==> src/hdl/dbgcs_regs.svh <==
// Register offsets, field positions, reset values and codes of the debugger control block.
// Function
// - Acknowledge enabled: send FFH on breakpoint
// - Breakpoint, loop off: set debug bit
// - Breakpoint, loop on: CPU repeats it
// - Self-reset bit resets device, not debugger
// - Self-reset bit clears itself; writing zero ignored
// - Status bit 7: debug or breakpoint seen
// - Status bit 6: device in halt mode
// - Status bit 5: read-protect option active
// - Status reserved low bits read zero
// - Debug bit stops fetch; clearing resumes
// - Breakpoints disabled: opcode 00H is no-op
// - Read protection blocks clearing debug bit
`ifndef DBGCS_REGS_SVH
`define DBGCS_REGS_SVH

`define DBGCS_OFS_CONTROL 1'h0
`define DBGCS_OFS_STATUS 1'h1
`define DBGCS_CTL_DEBUG 7
`define DBGCS_CTL_BREAKPOINT_ENABLE 6
`define DBGCS_CTL_ACKEN 5
`define DBGCS_CTL_SPIN 4
`define DBGCS_CTL_RST 0
`define DBGCS_CTL_RSVD_MASK 8'h0E
`define DBGCS_CTL_RESET 8'h00
`define DBGCS_STAT_IDLE 7
`define DBGCS_STAT_HALT 6
`define DBGCS_STAT_PROT 5
`define DBGCS_STAT_RESET 8'h00
`define DBGCS_ACK_CHAR 8'hFF
`define DBGCS_BRK_OPCODE 8'h00
`define DBGCS_RST_CYCLES 16

`endif

==> src/hdl/dbgcs_pkg.sv <==
// Types shared by the debugger control block.
`default_nettype none
package dbgcs_pkg;
    typedef enum logic [1:0] {
        DBGCS_RST_IDLE,
        DBGCS_RST_HOLD
    } dbgcs_rst_state_t;
endpackage : dbgcs_pkg
`default_nettype wire

==> src/hdl/dbgcs_reset_seq.sv <==
// Self-reset sequencer: holds system reset for a fixed count, then reports done.
`timescale 1ns/1ps
`default_nettype none
`include "dbgcs_regs.svh"
module dbgcs_reset_seq #(
    parameter int HOLD_CYCLES = `DBGCS_RST_CYCLES
) (
    input wire logic clk,
    input wire logic srst,
    input wire logic start,
    output logic sys_reset,
    output logic done
);
    localparam int CW = $clog2(HOLD_CYCLES + 1);

    if (HOLD_CYCLES < 1)
    begin : g_hold_check
        $error("HOLD_CYCLES must be at least 1");
    end

    dbgcs_pkg::dbgcs_rst_state_t state_reg;
    logic [CW-1:0] count_reg;

    always_ff @(posedge clk)
    begin
        if (srst)
        begin
            state_reg <= dbgcs_pkg::DBGCS_RST_IDLE;
            count_reg <= '0;
            done <= 1'b0;
        end
        else
        begin
            done <= 1'b0;
            case (state_reg)
                dbgcs_pkg::DBGCS_RST_IDLE:
                begin
                    if (start)
                    begin
                        state_reg <= dbgcs_pkg::DBGCS_RST_HOLD;
                        count_reg <= CW'(HOLD_CYCLES - 1);
                    end
                end
                dbgcs_pkg::DBGCS_RST_HOLD:
                begin
                    if (count_reg == '0)
                    begin
                        state_reg <= dbgcs_pkg::DBGCS_RST_IDLE;
                        done <= 1'b1;
                    end
                    else
                    begin
                        count_reg <= count_reg - 1'b1;
                    end
                end
                default: state_reg <= dbgcs_pkg::DBGCS_RST_IDLE;
            endcase
        end
    end

    assign sys_reset = (state_reg == dbgcs_pkg::DBGCS_RST_HOLD);
endmodule : dbgcs_reset_seq
`default_nettype wire

==> src/hdl/dbgcs_top.sv <==
// Debugger control and status registers with breakpoint handling.
`timescale 1ns/1ps
`default_nettype none
`include "dbgcs_regs.svh"
module dbgcs_top #(
    parameter int RESET_HOLD_CYCLES = `DBGCS_RST_CYCLES
) (
    input wire logic CORE_CLK,
    input wire logic SRST,
    input wire logic REG_WR,
    input wire logic REG_RD,
    input wire logic REG_ADDR,
    input wire logic [7:0] REG_WDATA,
    output logic [7:0] REG_RDATA,
    input wire logic OPCODE_DECODED,
    input wire logic [7:0] OPCODE,
    input wire logic HALT_MODE,
    input wire logic READ_PROTECT_OPTION_N,
    output logic FETCH_STALL,
    output logic BRK_REPEAT,
    output logic BRK_AS_NOP,
    output logic SYS_RESET,
    output logic ACK_VALID,
    output logic [7:0] ACK_DATA,
    input wire logic ACK_READY
);
    // ----------------------------------------------------------------
    // Decode
    // ----------------------------------------------------------------
    logic [7:0] ctl_reg;
    logic seen_brk_reg;
    logic rst_done;
    logic rst_busy;
    logic protect_active_flag;
    logic ctl_wr;
    logic brk_hit;
    logic rst_start;
    logic [7:0] status_byte;

    // A sequence shorter than one cycle cannot hold the rest of the device.
    if (RESET_HOLD_CYCLES < 1)
    begin : g_hold_check
        $error("RESET_HOLD_CYCLES must be at least 1");
    end

    // The breakpoint opcode is decoded for both the enabled and the
    // disabled case, so the compare lives in one place.
    function automatic logic is_brk_opcode(input logic [7:0] op);
        return op == `DBGCS_BRK_OPCODE;
    endfunction : is_brk_opcode

    assign protect_active_flag = ~READ_PROTECT_OPTION_N;
    assign ctl_wr = REG_WR && (REG_ADDR == `DBGCS_OFS_CONTROL);
    assign brk_hit = OPCODE_DECODED && is_brk_opcode(OPCODE)
        && ctl_reg[`DBGCS_CTL_BREAKPOINT_ENABLE];
    // start refused while busy
    // A second request during a running sequence is dropped rather than
    // queued, so the device never sees two back-to-back reset pulses.
    assign rst_start = ctl_wr && REG_WDATA[`DBGCS_CTL_RST] && !rst_busy;

    // ----------------------------------------------------------------
    // Control register
    // ----------------------------------------------------------------
    // The register only sees SRST, never the self-reset it triggers, so the
    // debugger keeps its state across that sequence.
    always_ff @(posedge CORE_CLK)
    begin
        if (SRST)
        begin
            ctl_reg <= `DBGCS_CTL_RESET;
        end
        else
        begin
            if (ctl_wr)
            begin
                // reserved bits zero
                // Reserved bits are never loaded, so they read zero even if a
                // host ignores the rule and writes ones there.
                ctl_reg[`DBGCS_CTL_BREAKPOINT_ENABLE] <= REG_WDATA[`DBGCS_CTL_BREAKPOINT_ENABLE];
                ctl_reg[`DBGCS_CTL_ACKEN] <= REG_WDATA[`DBGCS_CTL_ACKEN];
                ctl_reg[`DBGCS_CTL_SPIN] <= REG_WDATA[`DBGCS_CTL_SPIN];
                if (REG_WDATA[`DBGCS_CTL_DEBUG] || !protect_active_flag)
                begin
                    ctl_reg[`DBGCS_CTL_DEBUG] <= REG_WDATA[`DBGCS_CTL_DEBUG];
                end
            end
            if (brk_hit && !ctl_reg[`DBGCS_CTL_SPIN])
            begin
                ctl_reg[`DBGCS_CTL_DEBUG] <= 1'b1;
            end
            if (rst_start)
            begin
                ctl_reg[`DBGCS_CTL_RST] <= 1'b1;
            end
            else if (rst_done)
            begin
                ctl_reg[`DBGCS_CTL_RST] <= 1'b0;
            end
        end
    end

    // ----------------------------------------------------------------
    // Breakpoint history
    // ----------------------------------------------------------------
    // A breakpoint in the same cycle as a control write still counts.
    always_ff @(posedge CORE_CLK)
    begin
        if (SRST)
        begin
            seen_brk_reg <= 1'b0;
        end
        else if (brk_hit)
        begin
            seen_brk_reg <= 1'b1;
        end
        else if (ctl_wr)
        begin
            seen_brk_reg <= 1'b0;
        end
    end

    // ----------------------------------------------------------------
    // Self-reset sequence
    // ----------------------------------------------------------------
    // device reset sequence
    dbgcs_reset_seq #(
        .HOLD_CYCLES(RESET_HOLD_CYCLES)
    ) u_reset_seq (
        .clk(CORE_CLK),
        .srst(SRST),
        .start(rst_start),
        .sys_reset(SYS_RESET),
        .done(rst_done)
    );
    // The bit itself marks the sequence as busy until it clears.
    assign rst_busy = ctl_reg[`DBGCS_CTL_RST];

    // ----------------------------------------------------------------
    // CPU controls
    // ----------------------------------------------------------------
    // The stall follows the register, so the CPU halts from the edge
    // that sets the bit until the edge that clears it.
    // debug stops fetch
    assign FETCH_STALL = ctl_reg[`DBGCS_CTL_DEBUG];
    assign BRK_REPEAT = brk_hit && ctl_reg[`DBGCS_CTL_SPIN];
    // With breakpoints off the CPU treats the opcode as a plain no-op.
    // disabled breakpoint nop
    assign BRK_AS_NOP = OPCODE_DECODED && is_brk_opcode(OPCODE)
        && !ctl_reg[`DBGCS_CTL_BREAKPOINT_ENABLE];

    // ----------------------------------------------------------------
    // Acknowledge character
    // ----------------------------------------------------------------
    // One character is held until the serial side takes it; a second
    // breakpoint while pending merges into it.
    always_ff @(posedge CORE_CLK)
    begin
        if (SRST)
        begin
            ACK_VALID <= 1'b0;
            ACK_DATA <= 8'h00;
        end
        else if (brk_hit && ctl_reg[`DBGCS_CTL_ACKEN])
        begin
            ACK_VALID <= 1'b1;
            ACK_DATA <= `DBGCS_ACK_CHAR;
        end
        else if (ACK_READY)
        begin
            ACK_VALID <= 1'b0;
        end
    end

    // ----------------------------------------------------------------
    // Status byte
    // ----------------------------------------------------------------
    // The byte is formed live, so a read always reports the state at the
    // edge that takes it.
    always_comb
    begin
        status_byte = `DBGCS_STAT_RESET;
        status_byte[`DBGCS_STAT_IDLE] = ctl_reg[`DBGCS_CTL_DEBUG] | seen_brk_reg;
        status_byte[`DBGCS_STAT_HALT] = HALT_MODE;
        status_byte[`DBGCS_STAT_PROT] = protect_active_flag;
    end

    // ----------------------------------------------------------------
    // Read data
    // ----------------------------------------------------------------
    // Read data is registered and stands until the next read strobe.
    always_ff @(posedge CORE_CLK)
    begin
        if (SRST)
        begin
            REG_RDATA <= `DBGCS_STAT_RESET;
        end
        else if (REG_RD)
        begin
            if (REG_ADDR == `DBGCS_OFS_CONTROL)
            begin
                REG_RDATA <= ctl_reg & ~`DBGCS_CTL_RSVD_MASK;
            end
            else
            begin
                REG_RDATA <= status_byte;
            end
        end
    end
endmodule : dbgcs_top
`default_nettype wire

==> config.mk <==
export PLATFORM = sky130hd
export DESIGN_NAME = dbgcs_top
export DESIGN_NICKNAME = d
export VERILOG_FILES = /design/src/hdl/dbgcs_pkg.sv /design/src/hdl/dbgcs_reset_seq.sv /design/src/hdl/dbgcs_top.sv
export VERILOG_INCLUDE_DIRS = /design/src /design/src/hdl
export SDC_FILE = /design/constraint.sdc
export NUM_CORES = 1
export LEC_CHECK = 0
export ABC_AREA = 1
export BUFFER_PORTS_ARGS = -buffer_cell sky130_fd_sc_hd__buf_2
export CELL_PAD_IN_SITES_DETAIL_PLACEMENT = 1
export CELL_PAD_IN_SITES_GLOBAL_PLACEMENT = 1
export CORE_ASPECT_RATIO = 1.4
export CORE_UTILIZATION = 31
export CTS_CLUSTER_SIZE = 30
export DETAILED_ROUTE_END_ITERATION = 8
export HOLD_SLACK_MARGIN = 0.02
export PLACE_DENSITY_LB_ADDON = 0.2
export SETUP_SLACK_MARGIN = 0.05
export SLEW_MARGIN = 20
export SYNTH_ARGS = -nofsm -noshare
export SYNTH_HDL_FRONTEND = slang
export SYNTH_SLANG_ARGS = --single-unit
==> constraint.sdc <==
create_clock -name CORE_CLK -period 1.6 [get_ports CORE_CLK]
set_clock_uncertainty 0.2 [all_clocks]
set_input_delay 0.16 -clock CORE_CLK [delete_from_list [all_inputs] [get_ports CORE_CLK]]
set_output_delay 0.16 -clock CORE_CLK [all_outputs]
set_load 0.005 [all_outputs]
==> results of run 1 <==
[cell usage in the layout (no fill, tap or decap), types with 2 or more instances in the layout]
cell type,synthesis,final
a21oi_1,7,7
a21oi_2,5,5
a31oi_1,2,2
buf_2,2,39
buf_4,10,2
clkbuf_8,0,4
conb_1,1,3
dfxtp_1,20,19
dlygate4sd3_1,0,6
inv_1,15,15
inv_2,3,2
nand2_1,24,24
nand2_4,2,2
nand3_1,10,10
nand4_1,2,2
nor2_1,10,10
nor2_2,2,2
o211ai_1,3,3
o21ai_0,6,6
or2_1,2,2
[metal layers]
metal  vias to the layer above  wire length, um  track usage [%]
li1                        500                -                -
met1                       453              952             15.0
met2                        24             1360             30.5
met3                         4               95             2.83
met4                         0               48             7.41
met5                         -                0                0
[power breakdown]
part / switching, mW / internal (mW) / total (mW)
Clock: 0.164 / 0.219 / 0.383
Combinational: 0.0971 / 0.0799 / 0.177
Sequential: 0.0192 / 0.522 / 0.542
[kinds of logic (layout without fill, tap and decap cells)]
family                     after synthesis  in the layout  share of synthesized area, %
AOI/OAI and AO/OA                       23             23                          14.1
buffers and inverters                   32             71                          16.1
adders and majority gates                1              1                          1.22
DFF                                     20             20                          39.1
other                                    1              3                         0.366
and+or+nand+nor                         58             58                          29.1
[final timing paths]
kind                                            to                                  start  depth (start not counted)
max          u_reset_seq.count_reg[2]$_SDFFE_PP0P_                               REG_ADDR                          9
min                        ctl_reg[4]$_SDFFE_PP0N_                                 REG_WR                          3
max reg2reg  u_reset_seq.count_reg[2]$_SDFFE_PP0P_  u_reset_seq.count_reg[0]$_SDFFE_PP0P_                          7
min reg2reg                 ACK_VALID$_SDFFE_PP0P_                 ACK_VALID$_SDFFE_PP0P_                          2
[stage by stage]
step / area, sq um / power, mW / instances / utilization [%]
after floorplan: 1030 / 0.660 / 137 / -
after global placement: 1200 / 0.714 / 205 / 38.6
after detailed placement: 1200 / 0.721 / 205 / 38.6
after CTS: 1320 / 1.12 / 215 / 42.3
after global routing: 1320 / 1.17 / 215 / 42.4
final: 1320 / 1.10 / 215 / 42.4
[worst max-delay path, cell delays in order]
cell           delay (ns)
dlygate4sd3_1        0.53
buf_2                0.15
inv_4                0.08
nand2_4              0.08
clkinv_4             0.08
nand3_4              0.10
nand2_4              0.10
nand2_1              0.07
a21oi_2              0.10
[layout make-up]
type	count	area (sq um)	share of cell area (%)
Multi-Input combinational cell	85	465	35.2
Tap cell	39	48.8	3.69
Clock buffer	4	55.1	4.16
Inverter	20	82.6	6.24
Timing Repair Buffer	47	270	20.4
Sequential cell	20	402	30.3
[what timing repair did]
item / 4_1_cts / 5_1_grt
hold buffers: 6 / 0
gates resized for setup: 0 / 2
hold endpoints to repair: 7 / 0
endpoints found under the setup margin: 0 / 4
==> results.ini, run 1 <==
[place]
place_ws_ns=0.177
gp_congestion=0.722
dp_hpwl_mm=2.01
io_buffers=39

[clock_network]
cts_tree=yes
cts_post_setup_buffers_inserted=0
cts_buffers=3
cts_buffer_depth=2
cts.root.buffer_cell=clkbuf_8
clkSinkCount=20
cts.reportedPaths.clkPinSlew_ns=0.08
worstSkewPairLatency_ns=0.26
cts_htree_levels=1

[drt]
drt_iter0_drc=9
wirelength_mm=2.46
wl_per_cell_um=11.4
vias_per_cell=4.56
drt_first_pass_iters=4
drc=0
ant_nets=0
num_vias=981

[logic_synthesis]
ys_ff_latch=20
syn_area_sq_um=1020
synth-edff-count=0
synth_common_cells=nand2_1, dfxtp_1, inv_1
yosysTopAreaCellShare_pct=39.1
netlist_instances=135
ys_top_cells_by_area=dfxtp_1, nand2_1, buf_4
ys.flop_type=dfxtp_1
netlist.top_cell.by_area=dfxtp_1
ys_seq_area_share_pct=39.1
yosys.cell_count.top_type=nand2_1
yosysWarnings=0
synth-async-reset-ratio_pct=0
synth_cell_types=27
syn_avg_cell_area_sq_um=7.58

[sta]
finalSetupViolations=0
tns_ns=0
timing.final.ws_setup_ns=0.131
min_period_ns=1.47
hold_viol=0
min_period_over_period_pct=91.8
rsz0062_at_grt=false
fmax_mhz=681
hold-worst-slack_ns=0.0323
drv_slew=0

[flow_run]
maxCapViolCount=0

[floorplanning]
dieArea_sq_um=3540
ios=46
rows=24
die_h_um=70.0
core-area_sq_um=3120
die_width_um=50.6
floorplan.initialDensity_pct=32.8

[global_routing]
grt_overflow_total=0
antenna_found_initial=0
grt_max_degree=12
grt_pass1_wl_mm=4.20
grt_pass1_vias=992
grt_usage_pct=15.7

[worst_setup_path]
cp_max_fo=6
required_ns=1.59
worst_setup_path_start_kind=primary input
end_kind=flop
crit_arrival_ns=1.46
rrSetupSlack_ns=0.18
critPathKind=in2reg

[pwr]
power_leakage_nw=0.624
vdd_drop_max_mv=0.554
p_per_area_nw_per_um2=832

[min_path]
hold_class=in2reg

[final_layout]
fill_cells=414
syn_to_final_growth_pct=29.3
antenna_cells=0
fin_nets=203
layout-drive-gt1-share_pct=36.4

[outcome]
status=finished clean

Power figures use the tool's default switching activity.
==> run 2: changes to the inputs <==
--- a/config.mk
+++ b/config.mk
@@ -10,7 +10,7 @@
 export BUFFER_PORTS_ARGS = -buffer_cell sky130_fd_sc_hd__buf_2
 export CELL_PAD_IN_SITES_DETAIL_PLACEMENT = 1
 export CELL_PAD_IN_SITES_GLOBAL_PLACEMENT = 1
-export CORE_ASPECT_RATIO = 1.4
+export CORE_ASPECT_RATIO = 1.2
 export CORE_UTILIZATION = 31
 export CTS_CLUSTER_SIZE = 30
 export DETAILED_ROUTE_END_ITERATION = 8
==> run 2 against run 1 <==
Net effect:
- total power decreased by 12%
- worst setup slack improved by 0.0090 ns
- cell count increased by 1.9%
- core utilization increased by 1.5 points
- sequential share of layout area decreased by 1.0 points
- die area about the same
- via count increased by 3.1%
- global-route usage increased by 1.1 points
- final area increased by 3.2%
- fmax increased by 0.62%
- non-clock buffer count increased by 8
- highest routed layer unchanged
==> results.ini, run 2 (synthesis gave the netlist of run 1 again) <==
[clock_network]
cts_buffers=3  ; unchanged
cts_tree=yes  ; unchanged
worstSkewPairLatency_ns=0.29  ; was 0.26 ns
cts_htree_levels=1  ; unchanged
cts_buffer_depth=2  ; unchanged
cts.reportedPaths.clkPinSlew_ns=0.11  ; was 0.08 ns
cts.root.buffer_cell=clkbuf_4  ; was clkbuf_8
clkSinkCount=20  ; unchanged

[final_layout]
multi_input_area_sq_um=465  ; unchanged
antenna_cells=0  ; unchanged
register_area_sq_um=400  ; was 402 sq um
final_cell_mix=buf_2, nand2_1, dfxtp_1, inv_1, dlygate4sd3_1  ; was buf_2, nand2_1, dfxtp_1, inv_1
syn_to_final_growth_pct=33.5  ; was 29.3%
fin_nets=211  ; was 203
layout-drive-gt1-share_pct=33.9  ; was 36.4%
final_util_pct=43.9  ; was 42.4%
fill_cells=406  ; was 414
mostFrequentLayoutCell=buf_2  ; unchanged

[place]
dp_hpwl_mm=1.90  ; was 2.01 mm
gp_congestion=0.785  ; was 0.722
io_buffers=39  ; unchanged

[sta]
fmax_mhz=685  ; was 681 MHz
tns_ns=0  ; unchanged
rsz0062_at_grt=false  ; unchanged
hold_viol=0  ; unchanged
hold-worst-slack_ns=0.0117  ; was 0.0323 ns
drv_slew=0  ; unchanged
min_period_ns=1.46  ; was 1.47 ns
finalSetupViolations=0  ; unchanged
min_period_over_period_pct=91.3  ; was 91.8%

[outcome]
status=finished clean  ; unchanged

[floorplanning]
die_h_um=64.9  ; was 70.0 um
ios=46  ; unchanged
rows=22  ; was 24
floorplan.initialDensity_pct=32.9  ; was 32.8%
core-area_sq_um=3110  ; was 3120 sq um
dieArea_sq_um=3540  ; about the same
die_width_um=54.5  ; was 50.6 um

[min_path]
hold_class=in2reg  ; unchanged

[drt]
drt_first_pass_iters=4  ; unchanged
wl_per_cell_um=12.1  ; was 11.4 um
num_vias=1011  ; was 981
drc=0  ; unchanged
ant_nets=0  ; unchanged
vias_per_cell=4.62  ; was 4.56
drt_iter0_drc=5  ; was 9
wirelength_mm=2.64  ; was 2.46 mm

[pwr]
power_leakage_nw=0.643  ; was 0.624 nW
vdd_drop_max_mv=0.359  ; was 0.554 mV
intPower_uw=702  ; was 821 uW
power_switching_uw=268  ; was 280 uW
clockPowerShare_pct=24.1  ; was 34.8%
pwr-share-comb_pct=19.9  ; was 16.1%
p_sw_share_pct=27.6  ; was 25.5%
p_per_area_nw_per_um2=710  ; was 832 nW/um^2
p_seq_share_pct=55.9  ; was 49.2%

[global_routing]
grt_overflow_total=0  ; unchanged
grt_max_degree=11  ; was 12
grt_pass1_vias=1039  ; was 992
grt_usage_pct=16.8  ; was 15.7%
antenna_found_initial=0  ; unchanged
grt_pass1_wl_mm=4.33  ; was 4.20 mm

[worst_setup_path]
worst_setup_path_start_kind=flop  ; was primary input
required_ns=1.24  ; was 1.59 ns
critPathKind=reg2out  ; was in2reg
end_kind=output pin  ; was flop
cp_max_fo=6  ; unchanged
crit_arrival_ns=1.10  ; was 1.46 ns

[flow_run]
maxCapViolCount=0  ; unchanged

-- run 2: cell count changes in the layout (fill, tap and decap cells not counted), sizes merged --
cell / previous run / this run
clkbuf: 4 / 3
dlygate4sd3: 6 / 14
-- run 2: metrics by stage --
stage                     std cells  cell area [sq um]  power [mW]  setup WS (ns)
after floorplan                 137               1030       0.660          0.308
after global placement          201               1190       0.712          0.218
after detailed placement        201               1190       0.718          0.205
after CTS                       216               1340       0.982          0.105
after global routing            219               1370        1.03         0.0599
final                           219               1370       0.970          0.140
-- run 2: path summary, 6_finish.rpt --
check                                         from                                     to  slack (ns)  depth (start not counted)
min reg2reg                 ACK_VALID$_SDFFE_PP0P_                 ACK_VALID$_SDFFE_PP0P_        0.27                          2
max reg2reg  u_reset_seq.count_reg[0]$_SDFFE_PP0P_  u_reset_seq.count_reg[3]$_SDFFE_PP0P_        0.20                          7
min                                      OPCODE[7]              seen_brk_reg$_SDFFE_PP0P_        0.01                          4
max                        ctl_reg[6]$_SDFFE_PP0N_                             BRK_REPEAT        0.14                          3
-- run 2: timing repair --
action / CTS / global route
setup buffers: 0 / 1
setup endpoints to repair: 0 / 4
resized for setup: 0 / 1
hold buffers: 12 / 3
hold endpoints to repair: 15 / 2
-- run 2: metal layers --
metal  GRT usage [%]  wire, um
met1            18.2      1090
met2            29.7      1360
met3            2.58       132
met4            8.65        60
met5               0         0
-- run 2: cell type report --
type / count / area share, %
tap: 36 / 3.30
multi-input combinational: 85 / 34.1
sequential: 20 / 29.3
inverter: 20 / 6.04
timing repair buffer: 55 / 25.6
clock buffer: 3 / 1.65
-- run 2: power by group through the flow --
stage	logic (mW)	clock network [mW]	registers (mW)
2_1_floorplan	0.110	0	0.550
5_1_grt	0.217	0.266	0.547
4_1_cts	0.188	0.251	0.543
3_3_place_gp	0.159	0	0.553
6_report	0.193	0.234	0.543
3_5_place_dp	0.164	0	0.554
-- run 2: worst max-delay path: stages, from the launching register on --
cell	delay, ns
dfxtp_1	0.45
nand3_1	0.14
nor2_1	0.10
buf_2	0.12
